### src/rtl/mr_ctrl_pkg.sv
// Constants, timing counts and types of the mode register access controller
package mr_ctrl_pkg;
  // Clock and device timing, in picoseconds; the poll interval is in milliseconds
  localparam int CLK_PS = 25000; // 40 MHz pclk
  localparam int DQSCK_MAX_PS = 5500; // Worst strobe output delay
  localparam int WRITE_TO_READ_DELAY_PS = 7500; // Write to read delay
  localparam int POLL_MS = 100; // Temperature poll interval, keeps 10C/s x (100+32+1) ms under 2C
  localparam int POLL_CYC_PER_MS = 1000000000 / CLK_PS; // Cycles in one millisecond

  // Round a time up to whole cycles, never below one
  function automatic int ru_cyc(input int ps);
    int c;
    c = (ps + CLK_PS - 1) / CLK_PS;
    return (c < 1) ? 1 : c;
  endfunction

  localparam logic [7:0] DQSCK_CYC = 8'(ru_cyc(DQSCK_MAX_PS)); // round_up of strobe_output_delay
  localparam logic [7:0] WRITE_TO_READ_DELAY_CYC = 8'(ru_cyc(WRITE_TO_READ_DELAY_PS)); // round_up of write_to_read_delay
  localparam logic [7:0] MRR_CYC = 8'h02; // mrr_cmd_period
  localparam logic [7:0] MRW_CYC = 8'h05; // mrw_cmd_period
  localparam logic [7:0] INIT_CYC = 8'h40; // Hold after the reset-type write

  // Mode register addresses
  localparam logic [7:0] TEMP_MA = 8'h04; // temp_status_register
  localparam logic [7:0] CAL_A_MA = 8'h20; // cal_pattern_a_register
  localparam logic [7:0] CAL_B_MA = 8'h28; // cal_pattern_b_register
  localparam logic [7:0] RESET_MA = 8'h3F; // Reset-type write target

  // Command codes on cmd_addr_bus bits 3:0 at the rising edge
  localparam logic [3:0] MRR_OP = 4'h8;
  localparam logic [3:0] MRW_OP = 4'h0;

  // Calibration patterns, bit n is beat n
  localparam logic [3:0] PAT_A = 4'h5;
  localparam logic [3:0] PAT_B = 4'hC;

  // APB register offsets
  localparam logic [7:0] CTRL_OFF = 8'h00;
  localparam logic [7:0] ADDR_OFF = 8'h04;
  localparam logic [7:0] WDATA_OFF = 8'h08;
  localparam logic [7:0] CFG_OFF = 8'h0C;
  localparam logic [7:0] STAT_OFF = 8'h10;
  localparam logic [7:0] RDATA_OFF = 8'h14;
  localparam logic [7:0] TEMP_OFF = 8'h18;
  localparam logic [7:0] BURST0_OFF = 8'h20;
  localparam logic [7:0] BURST1_OFF = 8'h24;

  // Field positions
  localparam int CTRL_GO = 0;
  localparam int CTRL_WR = 1;
  localparam int CTRL_POLL = 2;
  localparam int ST_BUSY = 0;
  localparam int ST_DONE = 1;
  localparam int ST_REF = 2;
  localparam int ST_CAL = 3;
  localparam int ST_DQS = 4;

  // Reset values
  localparam logic [3:0] RL_RST = 4'h3;
  localparam logic [3:0] WL_RST = 4'h1;

  typedef enum logic [2:0] {ST_IDLE, ST_CMD, ST_RDWAIT, ST_BEAT, ST_MRWGAP} ctl_state_t;
endpackage

### src/rtl/burst_mem.sv
// Small capture memory for read burst words, registered read port
module burst_mem (
  input wire logic pclk, // Clock
  input wire logic ce, // Clock enable
  input wire logic we, // Write strobe
  input wire logic [1:0] waddr, // Write index
  input wire logic [31:0] wdata, // Write word
  input wire logic [1:0] raddr, // Read index
  output logic [31:0] rdata // Registered read word
);
  logic [31:0] mem [4]; // Storage, no reset needed

  // Write and registered read
  always_ff @(posedge pclk) begin
    if (ce) begin
      if (we) begin
        mem[waddr] <= wdata;
      end
      rdata <= mem[raddr];
    end
  end
endmodule // burst_mem

### src/rtl/mr_ctrl.sv
// Mode register read/write controller driving the memory command pins

// Notes on behaviour
// - Read: chip select low, bits 3..0 1000
// - Address: fall bits 1:0, rise bits 9:4
// - Four beats; never interrupt a read
// - Two no-operation cycles after a read
// - Hold writes after read by latency sum
// - Read waits burst_length/2 after reads
// - Read waits write latency sum after writes
// - Truncated bursts use effective burst length
// - Poll temperature often enough for 2C
// - Calibration reads only when banks idle
// - Write: chip select low, bits 3..0 zero
// - Write data on fall bits 9:2
// - Writes only with all banks idle
module mr_ctrl import mr_ctrl_pkg::*; #(
  parameter int POLL_CYCLES = POLL_MS * POLL_CYC_PER_MS // Temperature poll period in cycles
) (
  input wire logic pclk, // Clock, 40 MHz
  input wire logic presetn, // Async reset, active low
  input wire logic ce, // Clock enable
  input wire logic psel, // APB select
  input wire logic penable, // APB enable
  input wire logic pwrite, // APB direction
  input wire logic [7:0] paddr, // APB byte address
  input wire logic [31:0] pwdata, // APB write data
  output logic [31:0] prdata, // APB read data
  output logic pready, // APB ready
  output logic pslverr, // APB error on unmapped address
  output logic cs_n, // Chip select, active low
  output logic [9:0] ca_rise, // cmd_addr_bus, rising half
  output logic [9:0] ca_fall, // cmd_addr_bus, falling half
  input wire logic [15:0] dq_rise, // Data lines, even beat
  input wire logic [15:0] dq_fall, // Data lines, odd beat
  input wire logic dqs_toggle, // Strobes seen toggling this cycle
  input wire logic rd_cmd_seen, // Array read issued elsewhere
  input wire logic wr_cmd_seen, // Array write issued elsewhere
  input wire logic [4:0] burst_len_eff, // Effective burst length of that command
  input wire logic banks_idle, // All banks idle and precharged
  output logic wr_block, // Array writes must wait
  output logic busy // Command in progress
);
  // Decrement that stops at zero
  function automatic logic [7:0] dec8(input logic [7:0] x);
    return (x == 8'h00) ? 8'h00 : x - 8'h01;
  endfunction
  // Larger of two counts
  function automatic logic [7:0] max8(input logic [7:0] a, input logic [7:0] b);
    return (a > b) ? a : b;
  endfunction
  // One beat against its calibration bit, every line the same
  function automatic logic beat_ok(input logic [15:0] w, input logic b);
    return w == {16{b}};
  endfunction

  ctl_state_t state, next_state; // Command sequencer
  logic [7:0] cnt, next_cnt; // Cycles since command
  logic next_cs_n; // Chip select next
  logic [9:0] next_ca_rise, next_ca_fall; // Bus halves next
  logic op_wr, next_op_wr; // Current op is a write
  logic op_poll, next_op_poll; // Current op is a temperature poll
  logic [7:0] op_ma, next_op_ma; // Current register address
  logic [7:0] hold_mrr, next_hold_mrr; // Cycles before a read may go
  logic [7:0] hold_wr, next_hold_wr; // Cycles before array writes
  logic [7:0] hold_mrw, next_hold_mrw; // Cycles before a write may go
  logic [22:0] poll_cnt, next_poll_cnt; // Poll timer
  logic poll_due, next_poll_due; // Poll is owed
  logic req_pend, next_req_pend; // Software request waiting
  logic req_wr; // Software wants a write
  logic [7:0] reg_ma, reg_wdata; // Software address and data
  logic [3:0] rl, wl; // Latencies
  logic poll_en; // Polling enabled
  logic [7:0] rd_byte, next_rd_byte; // Last register value
  logic [7:0] temp_byte, next_temp_byte; // Last temperature status
  logic st_done, st_ref, st_cal, st_dqs; // Sticky status
  logic set_done, set_ref, set_cal, set_dqs; // Status set pulses
  logic go_pulse; // Software start
  logic mem_we; // Capture strobe
  logic [31:0] mem_q; // Capture memory read word
  logic [7:0] first_cyc; // Cycle of first beat
  logic [3:0] pat; // Pattern for this read
  logic is_cal; // Current read is calibration
  logic [7:0] rd_gap; // Read to write spacing
  logic mrr_free; // No array burst holds a read back

  assign first_cyc = {4'h0, rl} + DQSCK_CYC;
  assign is_cal = (op_ma == CAL_A_MA) || (op_ma == CAL_B_MA);
  assign pat = (op_ma == CAL_A_MA) ? PAT_A : PAT_B;
  assign rd_gap = first_cyc + 8'h03; // read_latency+round_up+4/2+1
  assign mem_we = (state == ST_RDWAIT && cnt == first_cyc) || state == ST_BEAT;
  assign busy = state != ST_IDLE;
  assign wr_block = hold_wr != 8'h00;
  // A burst seen this very cycle must hold the read too, the counter only loads at the edge
  assign mrr_free = hold_mrr == 8'h00 && !rd_cmd_seen && !wr_cmd_seen;

  // Sequencer and pin drive, next values
  always_comb begin
    next_state = state;
    next_cnt = cnt + 8'h01;
    next_cs_n = 1'b1; // No-operation unless a command goes out
    next_ca_rise = 10'h000;
    next_ca_fall = 10'h000;
    next_op_wr = op_wr;
    next_op_poll = op_poll;
    next_op_ma = op_ma;
    next_req_pend = req_pend | go_pulse;
    next_rd_byte = rd_byte;
    next_temp_byte = temp_byte;
    set_done = 1'b0;
    set_ref = 1'b0;
    set_cal = 1'b0;
    set_dqs = 1'b0;
    next_poll_cnt = poll_cnt + 23'h000001;
    next_poll_due = poll_due;
    if (!poll_en) begin
      next_poll_cnt = 23'h000000;
    end else if (poll_cnt >= 23'(POLL_CYCLES - 1)) begin
      next_poll_cnt = 23'h000000;
      next_poll_due = 1'b1;
    end
    // Spacing counters; truncated bursts arrive as burst_len_eff
    next_hold_mrr = dec8(hold_mrr);
    next_hold_wr = dec8(hold_wr);
    next_hold_mrw = dec8(hold_mrw);
    if (rd_cmd_seen) begin
      next_hold_mrr = max8(next_hold_mrr, {4'h0, burst_len_eff[4:1]});
    end
    if (wr_cmd_seen) begin
      next_hold_mrr = max8(next_hold_mrr, {4'h0, wl} + 8'h01 + {4'h0, burst_len_eff[4:1]} + WRITE_TO_READ_DELAY_CYC);
    end
    case (state)
      ST_IDLE: begin
        next_cnt = 8'h00;
        if (poll_due && mrr_free) begin
          // Poll wins, it keeps the thermal margin
          next_poll_due = 1'b0;
          next_op_wr = 1'b0;
          next_op_poll = 1'b1;
          next_op_ma = TEMP_MA;
          next_state = ST_CMD;
        end else if (req_pend) begin
          next_op_wr = req_wr;
          next_op_poll = 1'b0;
          next_op_ma = reg_ma;
          if (req_wr && !banks_idle) begin
            next_req_pend = 1'b0; // Write refused with banks active
            set_ref = 1'b1;
          end else if (!req_wr && !banks_idle && (reg_ma == CAL_A_MA || reg_ma == CAL_B_MA)) begin
            next_req_pend = 1'b0; // Calibration read refused
            set_ref = 1'b1;
          end else if ((req_wr && hold_mrw == 8'h00) || (!req_wr && mrr_free)) begin
            next_req_pend = 1'b0;
            next_state = ST_CMD;
          end
        end
        if (next_state == ST_CMD) begin
          next_cs_n = 1'b0;
          next_ca_rise = {next_op_ma[7:2], next_op_wr ? MRW_OP : MRR_OP};
          next_ca_fall = {next_op_wr ? reg_wdata : 8'h00, next_op_ma[1:0]};
        end
      end
      ST_CMD: begin
        next_cnt = 8'h01;
        if (op_wr) begin
          next_state = ST_MRWGAP;
        end else begin
          next_state = ST_RDWAIT;
          next_hold_wr = max8(next_hold_wr, (rd_gap > {4'h0, wl}) ? rd_gap - {4'h0, wl} : 8'h00);
          next_hold_mrw = max8(next_hold_mrw, rd_gap);
        end
      end
      ST_RDWAIT: begin
        // Only no-operations until the burst is
        if (cnt == first_cyc) begin
          next_state = ST_BEAT;
          if (!is_cal) begin
            next_rd_byte = dq_rise[7:0]; // Only low byte of beat 0 is meaningful
            if (op_poll) begin
              next_temp_byte = dq_rise[7:0];
            end
          end else if (!beat_ok(dq_rise, pat[0]) || !beat_ok(dq_fall, pat[1])) begin
            set_cal = 1'b1;
          end
          if (!dqs_toggle) begin
            set_dqs = 1'b1;
          end
        end
      end
      ST_BEAT: begin
        next_state = ST_IDLE;
        set_done = !op_poll;
        if (is_cal && (!beat_ok(dq_rise, pat[2]) || !beat_ok(dq_fall, pat[3]))) begin
          set_cal = 1'b1;
        end
        if (!dqs_toggle) begin
          set_dqs = 1'b1;
        end
      end
      ST_MRWGAP: begin
        // Reset form waits out reinitialisation too
        if (cnt >= ((op_ma == RESET_MA) ? INIT_CYC : MRW_CYC)) begin
          next_state = ST_IDLE;
          set_done = 1'b1;
        end
      end
      default: next_state = ST_IDLE;
    endcase
  end

  // Sequencer and pin registers
  always_ff @(posedge pclk or negedge presetn) begin
    if (!presetn) begin
      state <= ST_IDLE;
      cnt <= 8'h00;
      cs_n <= 1'b1;
      ca_rise <= 10'h000;
      ca_fall <= 10'h000;
      op_wr <= 1'b0;
      op_poll <= 1'b0;
      op_ma <= 8'h00;
      hold_mrr <= 8'h00;
      hold_wr <= 8'h00;
      hold_mrw <= 8'h00;
      poll_cnt <= 23'h000000;
      poll_due <= 1'b0;
      req_pend <= 1'b0;
      rd_byte <= 8'h00;
      temp_byte <= 8'h00;
    end else if (ce) begin
      state <= next_state;
      cnt <= next_cnt;
      cs_n <= next_cs_n;
      ca_rise <= next_ca_rise;
      ca_fall <= next_ca_fall;
      op_wr <= next_op_wr;
      op_poll <= next_op_poll;
      op_ma <= next_op_ma;
      hold_mrr <= next_hold_mrr;
      hold_wr <= next_hold_wr;
      hold_mrw <= next_hold_mrw;
      poll_cnt <= next_poll_cnt;
      poll_due <= next_poll_due;
      req_pend <= next_req_pend;
      rd_byte <= next_rd_byte;
      temp_byte <= next_temp_byte;
    end
  end

  // Burst words kept for software inspection
  burst_mem u_mem (
    .pclk(pclk),
    .ce(ce),
    .we(mem_we),
    .waddr({1'b0, state == ST_BEAT}),
    .wdata({dq_fall, dq_rise}),
    .raddr({1'b0, paddr == BURST1_OFF}),
    .rdata(mem_q)
  );

  // APB slave; reads take one wait state so read data comes from a flop
  logic wr_acc, rd_first, rd_wait, next_rd_wait, mapped; // Access decode
  logic [31:0] next_prdata; // Read word next
  logic next_req_wr, next_poll_en, next_st_done, next_st_ref, next_st_cal, next_st_dqs; // Register next
  logic [7:0] next_reg_ma, next_reg_wdata; // Register next
  logic [3:0] next_rl, next_wl; // Register next

  assign mapped = paddr inside {CTRL_OFF, ADDR_OFF, WDATA_OFF, CFG_OFF, STAT_OFF, RDATA_OFF, TEMP_OFF,
                                BURST0_OFF, BURST1_OFF};
  assign wr_acc = psel && penable && pwrite;
  assign rd_first = psel && penable && !pwrite && !rd_wait;
  assign pready = !rd_first;
  assign pslverr = psel && penable && pready && !mapped;
  assign go_pulse = wr_acc && paddr == CTRL_OFF && pwdata[CTRL_GO] && !req_pend && state == ST_IDLE;

  // Register file next values
  always_comb begin
    next_rd_wait = rd_first;
    next_prdata = prdata;
    next_req_wr = req_wr;
    next_poll_en = poll_en;
    next_reg_ma = reg_ma;
    next_reg_wdata = reg_wdata;
    next_rl = rl;
    next_wl = wl;
    next_st_done = st_done;
    next_st_ref = st_ref;
    next_st_cal = st_cal;
    next_st_dqs = st_dqs;
    if (wr_acc) begin
      case (paddr)
        CTRL_OFF: begin
          if (go_pulse) begin
            next_req_wr = pwdata[CTRL_WR];
          end
          next_poll_en = pwdata[CTRL_POLL];
        end
        ADDR_OFF: next_reg_ma = pwdata[7:0];
        WDATA_OFF: next_reg_wdata = pwdata[7:0];
        CFG_OFF: begin
          next_rl = pwdata[3:0];
          next_wl = pwdata[7:4];
        end
        STAT_OFF: begin
          // Write one to clear
          next_st_done = st_done & !pwdata[ST_DONE];
          next_st_ref = st_ref & !pwdata[ST_REF];
          next_st_cal = st_cal & !pwdata[ST_CAL];
          next_st_dqs = st_dqs & !pwdata[ST_DQS];
        end
        default: ;
      endcase
    end
    // A set in the clearing cycle wins
    next_st_done = next_st_done | set_done;
    next_st_ref = next_st_ref | set_ref;
    next_st_cal = next_st_cal | set_cal;
    next_st_dqs = next_st_dqs | set_dqs;
    if (rd_first) begin
      case (paddr)
        CTRL_OFF: next_prdata = {29'h0, poll_en, req_wr, req_pend};
        ADDR_OFF: next_prdata = {24'h0, reg_ma};
        WDATA_OFF: next_prdata = {24'h0, reg_wdata};
        CFG_OFF: next_prdata = {24'h0, wl, rl};
        STAT_OFF: next_prdata = {27'h0, st_dqs, st_cal, st_ref, st_done, busy};
        RDATA_OFF: next_prdata = {24'h0, rd_byte};
        TEMP_OFF: next_prdata = {24'h0, temp_byte};
        BURST0_OFF, BURST1_OFF: next_prdata = mem_q;
        default: next_prdata = 32'h0000_0000;
      endcase
    end
  end

  // Register file flops
  always_ff @(posedge pclk or negedge presetn) begin
    if (!presetn) begin
      rd_wait <= 1'b0;
      prdata <= 32'h0000_0000;
      req_wr <= 1'b0;
      poll_en <= 1'b0;
      reg_ma <= 8'h00;
      reg_wdata <= 8'h00;
      rl <= RL_RST;
      wl <= WL_RST;
      st_done <= 1'b0;
      st_ref <= 1'b0;
      st_cal <= 1'b0;
      st_dqs <= 1'b0;
    end else if (ce) begin
      rd_wait <= next_rd_wait;
      prdata <= next_prdata;
      req_wr <= next_req_wr;
      poll_en <= next_poll_en;
      reg_ma <= next_reg_ma;
      reg_wdata <= next_reg_wdata;
      rl <= next_rl;
      wl <= next_wl;
      st_done <= next_st_done;
      st_ref <= next_st_ref;
      st_cal <= next_st_cal;
      st_dqs <= next_st_dqs;
    end
  end

  // Checks on what goes out on the pins
  logic cmd_mrr, cmd_mrw; // Command issued this cycle
  assign cmd_mrr = state == ST_CMD && !op_wr;
  assign cmd_mrw = state == ST_CMD && op_wr;
endmodule // mr_ctrl

### config.mk
export PLATFORM = sky130hd
export DESIGN_NAME = mr_ctrl
export DESIGN_NICKNAME = d
export VERILOG_FILES = /design/src/rtl/mr_ctrl_pkg.sv /design/src/rtl/burst_mem.sv /design/src/rtl/mr_ctrl.sv
export SDC_FILE = /design/constraint.sdc
export NUM_CORES = 1
export LEC_CHECK = 0
export BUFFER_PORTS_ARGS = -buffer_cell sky130_fd_sc_hd__buf_2
export CAP_MARGIN = 30
export CORE_ASPECT_RATIO = 1.75
export CORE_MARGIN = 8
export CORE_UTILIZATION = 48
export CTS_CLUSTER_SIZE = 10
export DETAILED_ROUTE_END_ITERATION = 16
export PLACE_DENSITY = 0.74
export SETUP_SLACK_MARGIN = 0.3
export SLEW_MARGIN = 20
export SYNTH_ARGS = -nofsm -noshare
export SYNTH_HDL_FRONTEND = slang
export SYNTH_SLANG_ARGS = --single-unit
### constraint.sdc
create_clock -name pclk -period 6.73 [get_ports pclk]
set_clock_uncertainty 0.2 [all_clocks]
set_input_delay 1.6825 -clock pclk [delete_from_list [all_inputs] [get_ports pclk]]
set_output_delay 1.6825 -clock pclk [all_outputs]
set_load 0.01 [all_outputs]
Word level (Yosys, flattened, before mapping)
Memory sizes are Yosys's and may differ from the RTL's. A register that Yosys moved wholly into a read port is not among the register bits.
Cells that the tools add are included.
{ "classes": {"n_reduce_logical": 65, "n_eq_ne": 25, "mux": 81, "n_bitwise": 10, "n_addsub": 11, "magnitude_cmp": 7} }
{ "ops": {"columns": ["op", "n"], "rows": [
  ["case mux 32 bit (8 select lines)", 1],
  ["two-way mux 8 bit", 17],
  ["equality test 16 bit", 4],
  ["equality test 8 x 6 -> 1 bit, second input constant", 7],
  ["two-way mux 23 bit", 2],
  ["two-way mux 1 bit", 40],
  ["two-way mux 10 bit", 4],
  ["zero test 8 bit", 4],
  ["two-way mux 3 bit", 9],
  ["equality test 8 x 5 -> 1 bit, second input constant", 3],
  ["subtractor 8 x 1 -> 8 bit, second input constant", 3],
  ["adder 23 x 1 -> 23 bit, second input constant", 1],
  ["greater-or-equal comparator 23 x 22 -> 1 bit, second input constant", 1],
  ["logical AND 1 bit", 20],
  ["zero test 1 bit", 18],
  ["AND reduction 3 bit", 6],
  ["equality test 8 x 4 -> 1 bit, second input constant", 2],
  ["case mux 8 bit (2 select lines)", 1],
  ["case mux 3 bit (4 select lines)", 1],
  ["adder 4 x 1 -> 5 bit, second input constant", 2],
  ["nonzero test 9 bit", 1],
  ["adder 8 x 1 -> 8 bit, second input constant", 1],
  ["equality test 8 x 3 -> 1 bit, second input constant", 1],
  ["equality test 8 x 5 -> 1 bit", 1],
  ["other kinds (30)", 49]
]} }
{ "word_totals": {"mem_count": 1, "output_inout_bits": 57, "reg_bits": 170, "ram_bits": 128} }
{ "mem_list": {"columns": ["name", "words", "word_bits", "read_ports", "rd_ports_with_merged_regs", "write_ports", "line_no", "rtl"], "rows": [
  ["u_mem.mem", 4, 32, 1, 1, 1, "burst_mem.sv:11", "logic [31:0] mem [4];"]
]} }

Longest topological paths before layout
{ "logic_depth": {"word_depth": 14, "ltp_mapped": 21, "mapped_depth_nobuf": 20} }

By module
From an unflattened synthesis, not the netlist that was laid out.
{ "hier_totals": {"hier_cells": 1281, "hier_area_um2": 15762.6} }
{ "by_module_without_submodules": {"columns": ["mod", "cells_per_inst", "area_each_um2", "n_inst", "seq_area_each_um2"], "rows": [
  ["mr_ctrl", 1078, 10104.7, 1, 4184.0],
  ["burst_mem", 203, 5657.9, 1, 4804.6]
]} }

Worst setup path before layout
OpenSTA, ideal clock, no wires.
{ "synth_path": {"kind": "input to register", "from": "input port burst_len_eff[2]", "to": "register hold_mrr[5]", "path_stages": 15, "setup_slack_ps": 1886, "arrival_ps": 4562, "required_ps": 6448, "cell_sequence": "inv_1 ha_1 nor2b_1 o21ai_0 a32oi_1 and4bb_2 mux2_2 ha_1 o21ai_0 a21oi_1 a2111oi_0 o211ai_1 clkbuf_1 or2_2 a31oi_1"} }
{ "synth_between": {"elab_chain_cells": 6} }
{ "synth_rtl": {"columns": ["item", "line_no", "rtl"], "rows": [
  ["from (decl)", "mr_ctrl.sv:39", "input wire logic [4:0] burst_len_eff,"],
  ["parallel branches: the longest is 5 deep, another holds greater-than comparator 8 x 7 -> 1 bit", null, null],
  ["two-way mux 8 bit *", "mr_ctrl.sv:129", "if (wr_cmd_seen) begin"],
  ["to (signal assigned)", "mr_ctrl.sv:239", "hold_mrr <= next_hold_mrr;"],
  ["to (decl)", "mr_ctrl.sv:64", "logic [7:0] hold_mrr, next_hold_mrr;"]
]} }
Mark *: on every way between the ends.
A chain may end at the register's enable or synchronous reset.

Worst setup path in the final report
{ "layout_path": {"from": "register rl[0]", "to": "register hold_wr[3]"} }
{ "layout_between": {"elab_chain_cells": 8} }
{ "layout_rtl": {"columns": ["item", "line_no", "rtl"], "rows": [
  ["from (decl)", "mr_ctrl.sv:72", "logic [3:0] rl, wl;"],
  ["from (signal assigned)", "mr_ctrl.sv:356", "rl <= next_rl;"],
  ["adder 4 x 1 -> 5 bit *", "mr_ctrl.sv:87", "assign first_cyc = {4'h0, rl} + DQSCK_CYC;"],
  ["adder 5 x 2 -> 6 bit *", "mr_ctrl.sv:90", "assign rd_gap = first_cyc + 8'h03;"],
  ["subtractor 6 x 4 -> 7 bit or greater-than comparator 6 x 4 -> 1 bit (tied branches)", "mr_ctrl.sv:169", "next_hold_wr = max8(next_hold_wr, (rd_gap > {4'h0, wl}) ? rd_gap - {4'h0, wl} : 8'h00);"],
  ["two-way mux 8 bit *", "mr_ctrl.sv:169", null],
  ["greater-than comparator 8 bit", "mr_ctrl.sv:50", "return (a > b) ? a : b;"],
  ["two-way mux 8 bit *", "mr_ctrl.sv:50", null],
  ["two-way mux 8 bit *", "mr_ctrl.sv:165", "if (op_wr) begin"],
  ["two-way mux 8 bit *", "mr_ctrl.sv:132", "case (state)"],
  ["to (signal assigned)", "mr_ctrl.sv:240", "hold_wr <= next_hold_wr;"],
  ["to (decl)", "mr_ctrl.sv:65", "logic [7:0] hold_wr, next_hold_wr;"]
]} }
Every way passes the cells marked *; elsewhere a longest branch is shown, timed or not.

==> qor.csv <==
stage;metric;value;unit
clocking;Clock Path Buffers;3;
route;# DRC;0;
final_layout;post-layout util;0.552;
place;dpl hpwl;23.6;mm
floorplanning;Die Area;33300;um2
route;Initial DRC Count;542;
worst_setup_path;Worst Setup End Kind;register;
logic_synthesis;Mapped Cells;1185;
worst_setup_path;reg2reg start;rl[0]$_DFFE_PN1P_;
route;count of antenna-violating nets left after detailed routing;0;
global_route;largest net degree at the start of global routing;83;
logic_synthesis;synth top area cells;dfrtp_1, edfxtp_1, mux2_2, ha_1, nand2_1;
clocking;CTS tree;yes;
hold_path;Hold Path Cell Cnt;2;
timing;Period minus WS final;5.50;ns
global_route;met2 usage;0.374;
worst_setup_path;Max FO, Critical Path;13;
worst_setup_path;CP Data Arrival Time;5.77;ns
power_and_ir_drop;overall power;4.68;mW
clocking;Resized cells post-CTS;0;
logic_synthesis;Post-synth EDFFs;96;
clocking;# Post-CTS Setup Buffers;0;
global_route;global routing usage on met1;0.208;
route;post-DR wirelength/cell;19.4;um
hold_path;WHS Endpoint;prdata[25]$_DFFE_PN0P_;
power_and_ir_drop;Logic pwr share;0.237;
job;Max Cap Violations;0;
route;drt via density;5.75;
floorplanning;initial core utilization;0.486;
timing;Final setup viols;0;
clocking;CTS root buffer;clkbuf_16;
global_route;GR met3 Demand/Resource;0.0301;
power_and_ir_drop;total internal power;3.27;mW
timing;period utilization;0.817;
power_and_ir_drop;PwrDens;312;nW/um2
hold_path;Worst Hold Class;register to register;
floorplanning;Core ar.;27200;um2
clocking;CTS Sinks;263;
logic_synthesis;flops & latches, synth;263;
floorplanning;I/O Pins;144;
power_and_ir_drop;Clock power frac;0.317;
power_and_ir_drop;sequential power share;0.446;
global_route;initial antenna violation count;1;
floorplanning;# rows;80;
clocking;Clock Latency Late Sink;0.55;ns
worst_setup_path;crit path kind;register to register;
final_layout;nets;1424;
route;first drt pass iteration count;6;
global_route;GRT Total Usage;0.199;
timing;setup TNS;0;ns
place;number of port buffers;115;
timing;Hold WS;0.262;ns
timing;max-slew violations;0;
global_route;first-pass GRT wire length;53.3;mm
timing;post-route setup slack;1.23;ns
power_and_ir_drop;switching share of power;0.302;
timing;Slew @ Worst Pin;1.03;ns
timing;RSZ-0062 raised after global routing;no;
final_layout;layout cells sized above 1;0.213;
hold_path;worst hold start;prdata[25]$_DFFE_PN0P_;
timing;f_max;182;MHz
global_route;busiest grt layer;met2;
worst_setup_path;crit start category;register;
logic_synthesis;register area share after synthesis;0.534;
power_and_ir_drop;leakage power;6.49;nW
route;via count;9671;
logic_synthesis;cell area after synthesis;13200;um2
logic_synthesis;Yosys warning total;0;
worst_setup_path;R2R Setup Slk;1.23;ns
final_layout;Syn-to-layout area delta;13.5;%
place;Place WS;1.27;ns
timing;final hold violation count;0;
final_layout;filler instances;2381;
clocking;clock-pin slew on the worst setup and hold paths;0.06;ns
logic_synthesis;post-synth top area share;0.308;
floorplanning;Die Ht;236;um
global_route;vias in the first global route;10300;
logic_synthesis;post-synth cell types;82;
global_route;grt total ovfl;0;
worst_setup_path;WP data required;7.00;ns
clocking;H-tree depth;1;
power_and_ir_drop;Psw;1.41;mW
logic_synthesis;leading area contributor after synthesis;dfrtp_1;
floorplanning;Die W;142;um
route;Post-Route WL;32.7;mm
logic_synthesis;Syn Area/Cell;11.2;um2
status;outcome;completed;
clocking;CTS Hold Bufs;0;
clocking;CTS Buf Count;30;
worst_setup_path;Reg-to-Reg End;hold_wr[3]$_DFFE_PN0P_;
logic_synthesis;Most used DFF post-synth;dfrtp_1;
power_and_ir_drop;maximum vdd drop;0.252;mV
logic_synthesis;Async SR Flop Fraction;0.635;
worst_setup_path;reg2reg path depth;17;
place;Placer Congestion;0.840;
timing;relative slew slack;0.306;
final_layout;n_diodes;0;
-- how the worst max path moves through the flow --
stage,start,to,slack (ns),cells past startpoint
finish,rl[0]$_DFFE_PN1P_,hold_wr[3]$_DFFE_PN0P_,1.23,17
global route,rl[0]$_DFFE_PN1P_,hold_wr[3]$_DFFE_PN0P_,0.81,17
CTS,rl[0]$_DFFE_PN1P_,hold_wr[3]$_DFFE_PN0P_,1.29,17
detailed placement,burst_len_eff[4],hold_mrr[4]$_DFFE_PN0P_,1.27,16
global placement,burst_len_eff[4],hold_mrr[3]$_DFFE_PN0P_,1.32,16
floorplan,burst_len_eff[2],hold_mrr[5]$_DFFE_PN0P_,1.89,15
-- through the flow --
stage / cells / area [um2]
after floorplan: 1188 / 13200
after global placement: 1625 / 14100
after detailed placement: 1626 / 14100
after CTS: 1682 / 15000
after global routing: 1682 / 15000
final: 1682 / 15000
-- cells in the final DEF (no fill, tap or decap), drive strengths merged, types with 5 or more instances in the layout --
| master | count |
|---|---|
| a21o | 13 |
| a21oi | 30 |
| a221oi | 5 |
| a22o | 19 |
| a22oi | 9 |
| a31oi | 40 |
| and2 | 9 |
| and3 | 14 |
| buf | 128 |
| clkbuf | 55 |
| conb | 5 |
| dfrtp | 163 |
| edfxtp | 96 |
| ha | 46 |
| inv | 48 |
| mux2 | 84 |
| mux2i | 20 |
| nand2 | 115 |
| nand2b | 7 |
| nand3 | 48 |
| nand4 | 31 |
| nor2 | 75 |
| nor2b | 16 |
| nor3 | 29 |
| nor4 | 23 |
| o211ai | 5 |
| o21a | 6 |
| o21ai | 43 |
| o22ai | 7 |
| o2bb2ai | 11 |
| o31ai | 9 |
| or2 | 7 |
| or3 | 8 |
| xnor2 | 17 |
| xor2 | 11 |
-- Yosys cell counts (all sizes together), types with 31 or more instances --
cell    number
edfxtp      96
o21ai       43
nor2        75
clkbuf      35
nand4       31
nand2      115
nand3       48
a31oi       40
inv         47
mux2        84
dfrtp      163
ha          46
-- worst max-delay path, stage by stage (launching register included) --
cell and delay [ns]:
dfstp_2 0.67, ha_1 0.38, inv_1 0.07, a31oi_1 0.17, o221ai_1 0.15, xnor2_1 0.33, ha_1 0.34, nand4_1 0.10
o21ai_0 0.09, a31oi_1 0.26, nor3b_1 0.60, inv_1 0.14, ha_1 0.36, nand4_1 0.12, o21ai_0 0.25, nand3_1 0.42
or3b_2 0.60, a31oi_1 0.17
-- layer usage --
metal | wire (um) | vias up
met5 | 13 | -
met1 | 12000 | 4739
met2 | 17900 | 236
li1 | - | 4613
met3 | 1300 | 81
met4 | 1450 | 2
-- power by group through the flow --
stage	Combinational, mW	Sequential [mW]	Clock (mW)
global placement	1.07	2.10	0
detailed placement	1.10	2.11	0
floorplan	0.841	2.05	0
finish	1.11	2.09	1.48
CTS	1.11	2.09	1.51
global route	1.26	2.12	1.56
-- registers in the layout (all words and copies together) (netlist names), 10 cells and up --
register / flops
u_mem.mem: 64
prdata: 32
u_mem.rdata: 32
poll_cnt: 23
ca_fall: 10
-- cells by family after synthesis --
family	count (synthesis)	share of synthesized area
multiplexers	104	0.0889
other	2	0.000568
adder cells (fa/ha/maj)	48	0.0465
AO/OA/AOI/OAI	230	0.121
flip-flops	263	0.534
XOR/XNOR	28	0.0185
AND/OR/NAND/NOR	403	0.157
buffers and inverters	107	0.0341
-- area by class of cell --
type                       count  area (um2)  share of cell area
clock buffer                  55         876              0.0583
inverter                      48         180              0.0120
sequential                   263        7070               0.471
timing repair buffer         128         689              0.0459
tap                          369         462              0.0307
multi-input combinational    818        5740               0.382
clock inverter                 1        6.26            0.000417
Note: power is estimated with default switching activity, not from simulation.
